===== src/verilog/ctqr_defines.svh =====
`ifndef CTQR_DEFINES_SVH
`define CTQR_DEFINES_SVH

// ==========================================================
// Sub-addresses
`define CTQR_OFS_BP1        8'h1F
`define CTQR_OFS_BP6        8'h24
`define CTQR_OFS_VHI        8'h25
`define CTQR_OFS_VLO        8'h26
`define CTQR_OFS_IHI        8'h27
`define CTQR_OFS_ILO        8'h28
`define CTQR_OFS_CFG        8'h29
`define CTQR_OFS_TOT        8'h30
`define CTQR_OFS_CV         8'h31
`define CTQR_OFS_ABS        8'h32
`define CTQR_OFS_EQ         8'h33
`define CTQR_OFS_FLAGS      8'h34

// ==========================================================
// Field positions
`define CTQR_CFG_CX_BIT     2
`define CTQR_CFG_TCOMP_BIT  1
`define CTQR_CFG_TQ_BIT     0
`define CTQR_FLG_EQ_BIT     10
`define CTQR_FLG_ABS_BIT    9
`define CTQR_FLG_SUSP_BIT   8

// ==========================================================
// Reset values and counts
`define CTQR_RST_CFG        3'h0
`define CTQR_RST_BP         16'h0000
`define CTQR_RST_CODES      15'h0000
`define CTQR_RST_REGION     3'h7
`define CTQR_TIMER_MAX      16'hFFFF
`define CTQR_SYNC_FILL      2'h3
`define CTQR_REGION_COLD    3'h1
`define CTQR_REGION_HOT     3'h7

`endif


===== src/verilog/ctqr_pkg.sv =====
`include "ctqr_defines.svh"

package ctqr_pkg;

   typedef enum logic [1:0] {
      CTQR_LI_ION,
      CTQR_LIFEPO4,
      CTQR_LEAD_ACID
   } ctqr_chem_t;

   typedef struct packed {
      logic [1:0]       chem_meta;
      logic [1:0]       chem;
      logic             vnear_meta;
      logic             vnear;
      logic             sysf_meta;
      logic             sysf;
      logic [1:0]       dflt_cnt;
      logic [5:0][15:0] bp;
      logic [9:0]       vhi;
      logic [14:0]      vlo;
      logic [9:0]       ihi;
      logic [14:0]      ilo;
      logic [2:0]       cfg;
      logic [15:0]      tot;
      logic [15:0]      cv;
      logic [15:0]      abs_t;
      logic [15:0]      eq;
      logic             prev_chg;
      logic             prev_cv;
      logic             prev_abs;
      logic             prev_eq;
      logic [2:0]       region;
      logic             pause;
      logic [4:0]       vcode;
      logic [4:0]       icode;
      logic             tterm;
      logic             mfault;
      logic [10:0]      flags;
      logic [15:0]      rdata;
   } ctqr_state_t;

endpackage


===== src/verilog/ctqr_regs.sv =====
`timescale 1ns/100ps
`include "ctqr_defines.svh"

// How it works
// Six 16-bit RW break points, 0x1F to 0x24, bound seven regions.
// Software programs break points descending, coldest highest.
// Break points ignored for lead-acid or with qualified enable zero.
// Regions 1 and 7 pause charging; they have no voltage or current code.
// Voltage codes of regions 6 and 5 packed at bits 9:5 and 4:0.
// Voltage codes of regions 4, 3, 2 at bits 14:10, 9:5, 4:0.
// Regions 2..6 with feature on: region voltage code replaces setting.
// Current codes packed likewise in two registers, 6/5 and 4/3/2.
// In regions 2..6 with feature on, region current code is the target.
// Config bit 2 enables low-current termination for lithium, default 0.
// Config bit 1 enables lead-acid temperature compensation, default 1.
// Config bit 0 enables qualified charging for lithium, default 1 there.
// Read-only 16-bit seconds of charging, lithium only.
// Read-only constant-voltage seconds in bits 10:0, lithium only.
// Read-only absorb seconds in bits 10:0, iron-phosphate and lead-acid.
// 16-bit equalization seconds register for lead-acid.
// 11-bit state word with at most one bit set.
// Bit 10 while equalizing, bit 9 while in absorb phase.
// Bit 8 while suspended: low input, software suspend or fault.
// Lithium timer termination after programmed constant-voltage seconds.
// Lithium fault when charge seconds exceed the programmed limit.
// Phase timers tick once a second in phase, clear on entry, saturate.
// Region chosen each measurement; plain settings used when disabled.

module ctqr_regs (
   input  wire logic        core_clk,
   input  wire logic        sys_rst,
   input  wire logic        clk_en,
   input  wire logic [7:0]  reg_addr,
   input  wire logic        reg_wr,
   input  wire logic [15:0] reg_wdata,
   input  wire logic        reg_rd,
   output      logic [15:0] reg_rdata,
   input  wire logic [1:0]  chem_pins,
   input  wire logic        vin_near_battery_sense_pin,
   input  wire logic        system_fault_pin,
   input  wire logic        suspend_sw,
   input  wire logic [15:0] ntc_ratio,
   input  wire logic        meas_done,
   input  wire logic        sec_tick,
   input  wire logic        phase_charging,
   input  wire logic        phase_cv,
   input  wire logic        phase_absorb,
   input  wire logic        phase_equalize,
   input  wire logic [4:0]  vcharge_setting,
   input  wire logic [4:0]  icharge_target,
   input  wire logic [15:0] const_volt_limit,
   input  wire logic [15:0] max_charge_limit,
   output      logic [2:0]  temp_region,
   output      logic        charge_pause,
   output      logic [4:0]  vcharge_code,
   output      logic [4:0]  icharge_code,
   output      logic        cx_term_en,
   output      logic        temp_comp_en,
   output      logic        timer_term,
   output      logic        max_time_fault,
   output      logic [10:0] charge_phase_flags
);

   // ======================================================
   // State
   ctqr_pkg::ctqr_state_t s;
   ctqr_pkg::ctqr_state_t next_s;
   logic                  is_la;
   logic                  is_lion;
   logic                  jact;

   assign is_la   = ctqr_pkg::ctqr_chem_t'(s.chem) == ctqr_pkg::CTQR_LEAD_ACID;
   assign is_lion = ctqr_pkg::ctqr_chem_t'(s.chem) == ctqr_pkg::CTQR_LI_ION;
   assign jact    = !is_la && s.cfg[`CTQR_CFG_TQ_BIT];

   function automatic logic [15:0] step(input logic [15:0] c,
                                        input logic        act,
                                        input logic        prev,
                                        input logic        tick);
      if (act && !prev)
         return 16'h0000;
      if (act && tick && c != `CTQR_TIMER_MAX)
         return c + 16'h0001;
      return c;
   endfunction

   // ======================================================
   // Next state
   always_comb begin
      logic [2:0]  idx;
      logic [2:0]  r;
      logic [4:0]  vsel;
      logic [4:0]  isel;
      idx  = 3'(reg_addr - `CTQR_OFS_BP1);
      r    = `CTQR_REGION_HOT;
      vsel = vcharge_setting;
      isel = icharge_target;
      next_s = s;

      // Pin synchronisers
      next_s.chem_meta  = chem_pins;
      next_s.chem       = s.chem_meta;
      next_s.vnear_meta = vin_near_battery_sense_pin;
      next_s.vnear      = s.vnear_meta;
      next_s.sysf_meta  = system_fault_pin;
      next_s.sysf       = s.sysf_meta;

      // Chemistry defaults once the strap is through the synchroniser
      if (s.dflt_cnt != `CTQR_SYNC_FILL)
         next_s.dflt_cnt = s.dflt_cnt + 2'h1;
      if (s.dflt_cnt == 2'h2) begin
         next_s.cfg = `CTQR_RST_CFG;
         if (ctqr_pkg::ctqr_chem_t'(s.chem) ==
             ctqr_pkg::CTQR_LEAD_ACID)
            next_s.cfg[`CTQR_CFG_TCOMP_BIT] = 1'b1;
         else
            next_s.cfg[`CTQR_CFG_TQ_BIT] = 1'b1;
      end

      // Register writes
      if (reg_wr) begin
         if (reg_addr >= `CTQR_OFS_BP1 && reg_addr <= `CTQR_OFS_BP6)
            next_s.bp[idx] = reg_wdata;
         else if (reg_addr == `CTQR_OFS_VHI)
            next_s.vhi = reg_wdata[9:0];
         else if (reg_addr == `CTQR_OFS_VLO)
            next_s.vlo = reg_wdata[14:0];
         else if (reg_addr == `CTQR_OFS_IHI)
            next_s.ihi = reg_wdata[9:0];
         else if (reg_addr == `CTQR_OFS_ILO)
            next_s.ilo = reg_wdata[14:0];
         else if (reg_addr == `CTQR_OFS_CFG && s.dflt_cnt != 2'h2)
            next_s.cfg = reg_wdata[2:0];
      end

      // Region selection, coldest break point checked last so it wins
      if (meas_done) begin
         for (int k = 5; k >= 0; k--) begin
            if (ntc_ratio > s.bp[k])
               r = 3'(k + 1);
         end
         next_s.region = r;
      end

      // Region codes replace the plain settings
      case (s.region)
         3'h2: begin
            vsel = s.vlo[4:0];
            isel = s.ilo[4:0];
         end
         3'h3: begin
            vsel = s.vlo[9:5];
            isel = s.ilo[9:5];
         end
         3'h4: begin
            vsel = s.vlo[14:10];
            isel = s.ilo[14:10];
         end
         3'h5: begin
            vsel = s.vhi[4:0];
            isel = s.ihi[4:0];
         end
         3'h6: begin
            vsel = s.vhi[9:5];
            isel = s.ihi[9:5];
         end
         default: begin
            vsel = vcharge_setting;
            isel = icharge_target;
         end
      endcase
      next_s.vcode = jact ? vsel : vcharge_setting;
      next_s.icode = jact ? isel : icharge_target;
      next_s.pause = jact && (s.region == `CTQR_REGION_COLD ||
                              s.region == `CTQR_REGION_HOT);

      // Phase timers
      next_s.prev_chg = phase_charging;
      next_s.prev_cv  = phase_cv;
      next_s.prev_abs = phase_absorb;
      next_s.prev_eq  = phase_equalize;
      next_s.tot   = step(s.tot, phase_charging && !is_la, s.prev_chg,
                          sec_tick);
      next_s.cv    = step(s.cv, phase_cv && !is_la, s.prev_cv,
                          sec_tick);
      next_s.abs_t = step(s.abs_t, phase_absorb && !is_lion, s.prev_abs,
                          sec_tick);
      next_s.eq    = step(s.eq, phase_equalize && is_la, s.prev_eq,
                          sec_tick);
      if (reg_wr && reg_addr == `CTQR_OFS_EQ)
         next_s.eq = reg_wdata;

      // Termination and fault, held until a new charge cycle
      if (phase_charging && !s.prev_chg) begin
         next_s.tterm  = 1'b0;
         next_s.mfault = 1'b0;
      end
      if (!is_la && phase_cv && s.prev_cv && const_volt_limit != 16'h0000 &&
          s.cv >= const_volt_limit)
         next_s.tterm = 1'b1;
      if (!is_la && phase_charging && s.prev_chg && s.tot > max_charge_limit)
         next_s.mfault = 1'b1;

      // One-hot state word, suspension first
      next_s.flags = 11'h000;
      if (s.vnear || s.sysf || suspend_sw)
         next_s.flags[`CTQR_FLG_SUSP_BIT] = 1'b1;
      else if (phase_equalize && is_la)
         next_s.flags[`CTQR_FLG_EQ_BIT] = 1'b1;
      else if (phase_absorb && !is_lion)
         next_s.flags[`CTQR_FLG_ABS_BIT] = 1'b1;

      // Register reads
      if (reg_rd) begin
         if (reg_addr >= `CTQR_OFS_BP1 && reg_addr <= `CTQR_OFS_BP6)
            next_s.rdata = s.bp[idx];
         else if (reg_addr == `CTQR_OFS_VHI)
            next_s.rdata = {6'h00, s.vhi};
         else if (reg_addr == `CTQR_OFS_VLO)
            next_s.rdata = {1'h0, s.vlo};
         else if (reg_addr == `CTQR_OFS_IHI)
            next_s.rdata = {6'h00, s.ihi};
         else if (reg_addr == `CTQR_OFS_ILO)
            next_s.rdata = {1'h0, s.ilo};
         else if (reg_addr == `CTQR_OFS_CFG)
            next_s.rdata = {13'h0000, s.cfg};
         else if (reg_addr == `CTQR_OFS_TOT)
            next_s.rdata = s.tot;
         else if (reg_addr == `CTQR_OFS_CV)
            next_s.rdata = {5'h00, s.cv[10:0]};
         else if (reg_addr == `CTQR_OFS_ABS)
            next_s.rdata = {5'h00, s.abs_t[10:0]};
         else if (reg_addr == `CTQR_OFS_EQ)
            next_s.rdata = s.eq;
         else if (reg_addr == `CTQR_OFS_FLAGS)
            next_s.rdata = {5'h00, s.flags};
         else
            next_s.rdata = 16'h0000;
      end
   end

   // ======================================================
   // Registers
   always_ff @(posedge core_clk or posedge sys_rst) begin
      if (sys_rst) begin
         s        <= '0;
         s.bp     <= {6{`CTQR_RST_BP}};
         s.vlo    <= `CTQR_RST_CODES;
         s.ilo    <= `CTQR_RST_CODES;
         s.cfg    <= `CTQR_RST_CFG;
         s.region <= `CTQR_RST_REGION;
      end else if (clk_en) begin
         s <= next_s;
      end
   end

   // ======================================================
   // Outputs
   assign reg_rdata          = s.rdata;
   assign temp_region        = s.region;
   assign charge_pause       = s.pause;
   assign vcharge_code       = s.vcode;
   assign icharge_code       = s.icode;
   assign cx_term_en         = !is_la && s.cfg[`CTQR_CFG_CX_BIT];
   assign temp_comp_en       = is_la && s.cfg[`CTQR_CFG_TCOMP_BIT];
   assign timer_term         = s.tterm;
   assign max_time_fault     = s.mfault;
   assign charge_phase_flags = s.flags;
endmodule


===== config.mk =====
export PLATFORM = sky130hd
export DESIGN_NAME = ctqr_regs
export DESIGN_NICKNAME = d
export VERILOG_FILES = /design/src/verilog/ctqr_pkg.sv /design/src/verilog/ctqr_regs.sv
export VERILOG_INCLUDE_DIRS = /design/src /design/src/verilog
export SDC_FILE = /design/constraint.sdc
export NUM_CORES = 1
export LEC_CHECK = 0
export BUFFER_PORTS_ARGS = -buffer_cell sky130_fd_sc_hd__buf_4
export CAP_MARGIN = 15
export CORE_AREA = 3 3 190 192
export CTS_BUF_LIST = sky130_fd_sc_hd__clkbuf_4
export CTS_CLUSTER_DIAMETER = 80
export DETAILED_ROUTE_END_ITERATION = 10
export DIE_AREA = 0 0 193 195
export PLACE_DENSITY = 0.7
export RECOVER_POWER = 50
export SLEW_MARGIN = 15
export SYNTH_ARGS = -nofsm -noshare
export SYNTH_HDL_FRONTEND = slang
export SYNTH_SLANG_ARGS = --single-unit

===== constraint.sdc =====
create_clock -name core_clk -period 9.55 [get_ports core_clk]
set_clock_uncertainty 0.05 [all_clocks]
set_input_delay 0 -clock core_clk [delete_from_list [all_inputs] [get_ports core_clk]]
set_output_delay 0 -clock core_clk [all_outputs]
set_load 0.03 [all_outputs]

# Word level (Yosys, flattened, before mapping)
# Index checks and enable logic that the tools add are counted.
# totals
register_bits,262
input_bits,98
output_inout_bits,45
wordCells,215
# op_classes
addsub,6
order_cmp,12
n_eq_ne,25
n_mux,73
bitwise,4
n_reduce_logical,61
# op_table
cell,n
16-bit 2-to-1 mux,29
16-bit > comparator,7
96-bit bitwise mux,1
8-bit by 6-bit equality test with 1-bit output (second input constant),10
16-bit by 1-bit adder with 16-bit output (second input constant),4
16-bit != test (second input constant),4
5-bit case mux with 5 select lines,2
16-bit binary-select mux with 3-bit select,1
16-bit demux with 3-bit select,1
3-bit 2-to-1 mux,13
1-bit logical AND,30
1-bit 2-to-1 mux,21
2-bit AND reduction,9
16-bit greater-or-equal comparator,1
16-bit nonzero test,1
3-bit equality test (second input constant),4
11-bit 2-to-1 mux,1
5-bit 2-to-1 mux,2
2-bit nonzero test,5
8-bit by 5-bit greater-or-equal comparator with 1-bit output (second input constant),1
8-bit by 6-bit <= comparator with 1-bit output (second input constant),1
7-bit AND reduction,1
3-bit by 2-bit equality test with 1-bit output (second input constant),2
1-bit zero test,6
16 further kinds,24

# Longest topological paths before layout
# Gate-level depths: netlist (run 1).
# depth
word_depth,12
depth_mapped,13
ltp_nobuf,9

# Worst setup path before layout (run 1)
# Ideal clock, no wire load.
# synth_timing
path_kind,reg-to-reg
from,register s[47] in the netlist's numbering
to,register s[56] in the netlist's numbering
setup_time_ns,0.077
arrival_ns,2.265
t_required_ns,9.423
slack_ns,7.158
stages_incl_launch_ff,10
n_path_buf,1
synth_period_minus_slack_ns,2.392
path_cell_list,dfrtp_1 ha_1 and3_4 and3_1 a41o_1 or4b_4 buf_6 nor4_2 a21oi_1 o21ai_1
# synth_via
elab_chain_cells,6
word_cells_on_any_way,11
classes_between,add/sub: 1; eq/ne: 1; mux: 6; reduce/logical: 3
# synth_lines
item,line_no,text
from (decl),ctqr_regs.sv:66,ctqr_pkg::ctqr_state_t s;
from (signal assigned),ctqr_regs.sv:253,s <= next_s;
branches (longest 6 deep; another with 16-bit by 1-bit adder with 16-bit output),-,
# Parallel ways; which one is timed is not known. The select of a mux whose other input is x is not followed.
# A chain may end at the register's enable or synchronous reset.

==> qor.csv, run 1 <==
metric,value,unit
Num CTS Buffers,74,
final setup fails,0,
worst min-delay path category,in -> reg,
CTS sink cnt,262,
area of the die,37600,um2
die height,195,um
Max-Cap Viols,3,
crit path max fanout,115,
largest net degree at the start of global routing,116,
worst-skew pair later-pin latency,750,ps
Adder-Cell Fraction of Synth Area,10.0,%
Synth Area per Inst,8.86,um2
via count,16000,
pre-CTS setup slack,5640,ps
crit-path most repeated cell,dlygate4sd3_1,
status,finished with violations,
Post-Synth XOR/XNOR Area,1.47,%
Remaining DRCs,0,
initial drt markers,1712,
multiplexer share of the synthesized area,7.62,%
max_slew headroom,-259,%
static leakage,9.16,nW
fin nets,2347,
Die Span X,193,um
Slew @ Worst Pin,5360,ps
dominant cell by count in the synthesized netlist,dfrtp_1,
Yosys cell types,78,
total negative setup slack,0,ps
Mapped Area,17200,um2
GPL Wtd Cong,1.04,
Slew Limit Fails,251,
global route overflow,0,
fmax,175,MHz
Setup CP Type,in -> async,
CP max stage cell,clkinvlp_2,
sequential area share after synthesis,38.1,%
Layout fillers,3158,
Yosys Warn Count,0,
number of global-route vias before repair,15500,
Resized Gates After CTS,0,
largest family of logic cells by synthesized area,compound AO/OA/AOI/OAI gates,
top_reg_cell synth,dfrtp_1,
hold slack final,71.4,ps
minimum clock period,5700,ps
layout cells sized above 1,15.1,%
Initial Util,49.8,%
Detailed Route WL,55.5,mm
Final Hold Viols,0,
Max Buffers Root-to-Sink,3,
Max VDD drop,0.0000843,V
Core Rows,68,
vias per cell,6.09,
DP Wirelength,38.9,mm
P per Cell Area,142,nW/um2
Bufs and invs on worst path,5,
CTS tree,done,
hold buffer count at CTS,83,
IO Port Bufs,134,
unrepaired setup endpoints after global routing,false,
Post CTS Setup Buffer Count,0,
Routed Antenna Nets,0,
worst setup margin,3850,ps
dpl cells,2404,
crit-path cells,"dlygate4sd3_1, clkbuf_4, dlygate4sd3_1, clkinvlp_2, clkbuf_2",
final std cells w/o fill,2621,
top post-synthesis cells by area,"dfrtp_1 38%, ha_1 10%, a21oi_1 5.3%, mux2_2 5.2%, nand2_1 4.4%",
Async SR Flop Fraction,100,%
largest delay contributor family on the critical path,buffers and inverters,
Critical Path Max Stage Delay,2950,ps
drt pass-1 iters,6,
crit share post-route,59.7,%
CTS root buf,clkbuf_4,
startpoint class of the critical path,input port,
GRT Total Usage,29.3,%
initial antenna violation count,2,
WL/cell,21.2,um
Mapped Cells,1943,
register bit total from synthesis,262,
area share of the largest cell type after synthesis,37.6,%
Worst Path Arrival,6090,ps
violated checks,"capacitance limit, slew limit",
first-pass GRT wire length,86.3,mm
Area growth syn-to-layout,15.0,%
Simple-Gate Fraction of Synth Area,15.6,%
Worst Path Required,9940,ps
H-tree depth,3,
Ports,143,
core area,34500,um2
"Reg clk slew, reported paths",70,ps
Synth Area in Compound Gates,19.2,%
Post-synth EDFFs,0,
crit end category,asynchronous set/reset pin,
Yosys top cell by area,dfrtp_1,
Post-synth top cells,"259 x dfrtp_1, 204 x nand2_1, 184 x a21oi_1, 155 x inv_1, 138 x ha_1",
## power by group
part | switching (mW) | leakage [nW] | internal [mW]
sequential | 0.0781 | 3.31 | 1.17
combinational | 0.323 | 5.30 | 0.197
clock | 0.515 | 0.544 | 0.531
## registers in the layout, indices dropped and copies added (netlist names)
| name | flops |
|---|---|
| s | 223 |
| reg_rdata | 16 |
| icharge_code | 5 |
| vcharge_code | 5 |
| next_s | 4 |
| charge_phase_flags | 3 |
| temp_region | 3 |
| charge_pause | 1 |
| max_time_fault | 1 |
| timer_term | 1 |
## path summary, 6_finish.rpt
path                                     start               to  slack [ps]  cells after the start
max in group core_clk                   clk_en   temp_region[0]        5050                     10
worst min register to register           s[74]            s[74]         460                      1
min in group asynchronous              sys_rst            s[74]        2040                      4
worst max register to register  temp_region[2]  icharge_code[0]        5760                      6
worst max-delay path                   sys_rst  vcharge_code[1]        3850                      5
worst min-delay path             reg_wdata[15]           s[259]          70                      4
## kinds of logic after synthesis
logic type / count (synthesis)
DFF: 262
xor gates and xnor gates: 28
and+or+nand+nor: 547
buffers and inverters: 303
AOI/OAI and AO/OA: 546
adders and majority gates: 138
muxes: 118
other: 1
## metrics by stage
stage | power [mW] | cell area (um2) | utilization [%]
floorplan | 1.58 | 17200 | -
detailed placement | 1.76 | 18200 | 52.6
global route | 2.95 | 19800 | 57.3
finish | 2.82 | 19800 | 57.3
global placement | 1.74 | 18200 | 52.6
CTS | 2.83 | 19900 | 57.6
## area by class of cell
| type | count | area, um2 | share of cell area [%] |
|---|---|---|---|
| Timing Repair Buffer | 233 | 1830 | 9.25 |
| Inverter | 155 | 583 | 2.94 |
| Antenna cell | 2 | 5.00 | 0.0253 |
| Tap cell | 455 | 569 | 2.87 |
| Clock inverter | 26 | 150 | 0.758 |
| Multi-Input combinational cell | 1385 | 9340 | 47.1 |
| Clock buffer | 103 | 773 | 3.90 |
| Sequential cell | 262 | 6560 | 33.1 |
## worst reg2reg max path, cell delays in order (launching register included)
cell and delay, ps:
dfstp_1 1410, nor2b_1 840, a22oi_1 250, a211oi_1 350, a21oi_1 80, a21oi_1 140, dlygate4sd3_1 580
## cells in the final DEF, fill, tap and decap left out, types with 7 or more instances in the layout
master           n
inv_1          154
nor2b_1         22
clkinv_1        17
o31ai_1          8
mux2i_1         13
o21a_1           8
buf_4          110
nand3_1         38
and3_1          20
nor3_1          26
a31oi_1         14
nand4_1         44
nand2b_1        10
o21ai_0        114
xnor2_1         11
clkbuf_4       104
a22o_1           7
nor2_1         112
ha_1           138
nor4_1          12
mux2_2          79
conb_1           8
nand3b_1        11
nand2_1        204
a221oi_1        24
clkbuf_1        35
a21o_1          26
xor2_1          15
dlygate4sd3_1   85
dfrtp_1        259
o21ai_1         50
a22oi_1         25
a211oi_1        27
o22ai_1         11
a21oi_1        184
mux2_1          26
## metal layers
metal  track usage (%)  share of wire, %  up-vias
met1              39.7                41     7752
li1                  -                 -     7281
met5                 0             0.023        -
met3              6.45               9.1      146
met4              10.5               3.3        2
met2              46.3                46      779
(Power assumes the default switching activity.)
==> inputs of run 2 (changes only) <==
- clock period: 9.55 -> 5.4 ns (I/O delays scaled with it)
==> qor.csv, run 2 (same netlist as run 1, synthesis figures left out) <==
metric,value,unit
startpoint class of the critical path,flip-flop,
die height,195,um
largest net degree at the start of global routing,150,
Area growth syn-to-layout,15.0,%
Worst Path Required,5990,ps
Resized Gates After CTS,0,
core area,34500,um2
initial antenna violation count,3,
CP endpoint,vcharge_code[4],
fmax,269,MHz
Die Span X,193,um
Worst Path Arrival,4310,ps
Remaining DRCs,0,
static leakage,9.17,nW
Layout fillers,3104,
unrepaired setup endpoints after global routing,false,
Setup CP Type,reg -> reg,
Biggest register,s,
crit end category,flip-flop,
final std cells w/o fill,2617,
worst setup margin,1680,ps
"commonest cells after routing, fill and taps aside","259 x dfrtp_1, 204 x nand2_1, 184 x a21oi_1",
Slew @ Worst Pin,2550,ps
number of flip-flops in the largest register,223,
Reg2Reg Depth,6,
Ports,143,
minimum clock period,3720,ps
GPL Wtd Cong,1.02,
Detailed Route WL,57.3,mm
CTS tree,done,
layout cells sized above 1,15.4,%
Num CTS Buffers,75,
Max VDD drop,0.000156,V
initial drt markers,1678,
Routed Antenna Nets,0,
first-pass GRT wire length,88.4,mm
DP Wirelength,40.5,mm
via count,16000,
final setup fails,0,
crit share post-route,68.9,%
drt pass-1 iters,5,
crit-path cells,"nor2b_1, a22oi_1, a211oi_1, a21oi_1, a21oi_1, dlygate4sd3_1",
Max-Cap Viols,1,
CP max stage cell,dfstp_1,
area of the die,37600,um2
worst-skew pair later-pin latency,740,ps
"Reg clk slew, reported paths",60,ps
WL/cell,21.9,um
H-tree depth,3,
worst min-delay path category,in -> reg,
Pwr Total,4.95,mW
total negative setup slack,0,ps
violated checks,"capacitance limit, slew limit",
CTS sink cnt,262,
max_slew headroom,-70.1,%
IO Port Bufs,134,
P per Cell Area,250,nW/um2
status,finished with violations,
GRT Total Usage,30.3,%
Post CTS Setup Buffer Count,0,
R2R Setup Slk,1680,ps
global route overflow,0,
pre-CTS setup slack,2040,ps
Reg area,6560,um2
Critical Path Max Stage Delay,1350,ps
RR Endpoint,vcharge_code[4],
vias per cell,6.12,
Final Hold Viols,0,
fin nets,2350,
Slew Limit Fails,45,
Initial Util,49.8,%
hold slack final,49.2,ps
number of global-route vias before repair,15400,
crit path max fanout,26,
Hold Path Origin,ntc_ratio[14],
Core Rows,68,
dpl cells,2410,
"commonest non-fill, non-tap cell in the layout",dfrtp_1,
multi-input gate area in the final layout,9340,um2
worst reg2reg path startpoint,temp_region[2],
CTS root buf,clkbuf_4,
Max Buffers Root-to-Sink,3,
crit-path most repeated cell,a21oi_1,
Critical Path Source,temp_region[2],
run 2: cell types whose count changed in the layout (fill, tap and decap cells not counted), moves of 2 or more:
| cell | delta |
|---|---|
| inv_6 | -2 |
| clkinv_4 | -2 |
| inv_2 | +4 |
| clkbuf_1 | -2 |
| clkinv_1 | -7 |
| dlygate4sd3_1 | -3 |
| buf_4 | +7 |
run 2: metrics by stage:
step / area, um2 / util (%)
6_report: 19800 / 57.3
5_1_grt: 19800 / 57.3
4_1_cts: 19900 / 57.6
3_5_place_dp: 18200 / 52.7
3_3_place_gp: 18200 / 52.7
2_1_floorplan: 17200 / -
run 2: layout make-up:
cell class | count | share of cell area [%]
Sequential cell | 262 | 33.1
Multi-Input combinational cell | 1385 | 47.2
Timing Repair Buffer | 235 | 9.39
Tap cell | 455 | 2.88
Inverter | 155 | 2.96
Clock inverter | 19 | 0.525
Antenna cell | 3 | 0.0379
Clock buffer | 103 | 3.91
run 2: repair_timing:
action / in CTS / in global routing
hold endpoints to repair: 296 / 0
hold buffers: 82 / 0
endpoints found under the setup margin: 0 / 0
run 2: critical path: cells and delay by family, from the launching register on:
family / cells / cell delay, ps
compound gates: 4 / 820
buf+inv: 1 / 570
flops: 1 / 1350
simple gates: 1 / 820
run 2: per-layer routing:
metal	global-route usage, %	part of all wire (%)	wire, um
met1	41.2	41	23300
met2	47.1	45	26000
met3	6.28	9.6	5490
met4	12.6	4.3	2490
met5	0	0.021	12
run 2: worst min path at each step:
stage | depth (start not counted) | endpoint
2_1_floorplan | 2 | s[227]
6_report | 6 | temp_region[0]
4_1_cts | 7 | reg_rdata[8]
3_3_place_gp | 3 | s[75]
5_1_grt | 4 | reg_rdata[6]
3_5_place_dp | 3 | s[77]
run 2: where the power goes:
group | switching, mW | internal (mW) | total, mW
Combinational | 0.574 | 0.350 | 0.924
Sequential | 0.141 | 2.07 | 2.22
Clock | 0.883 | 0.923 | 1.81
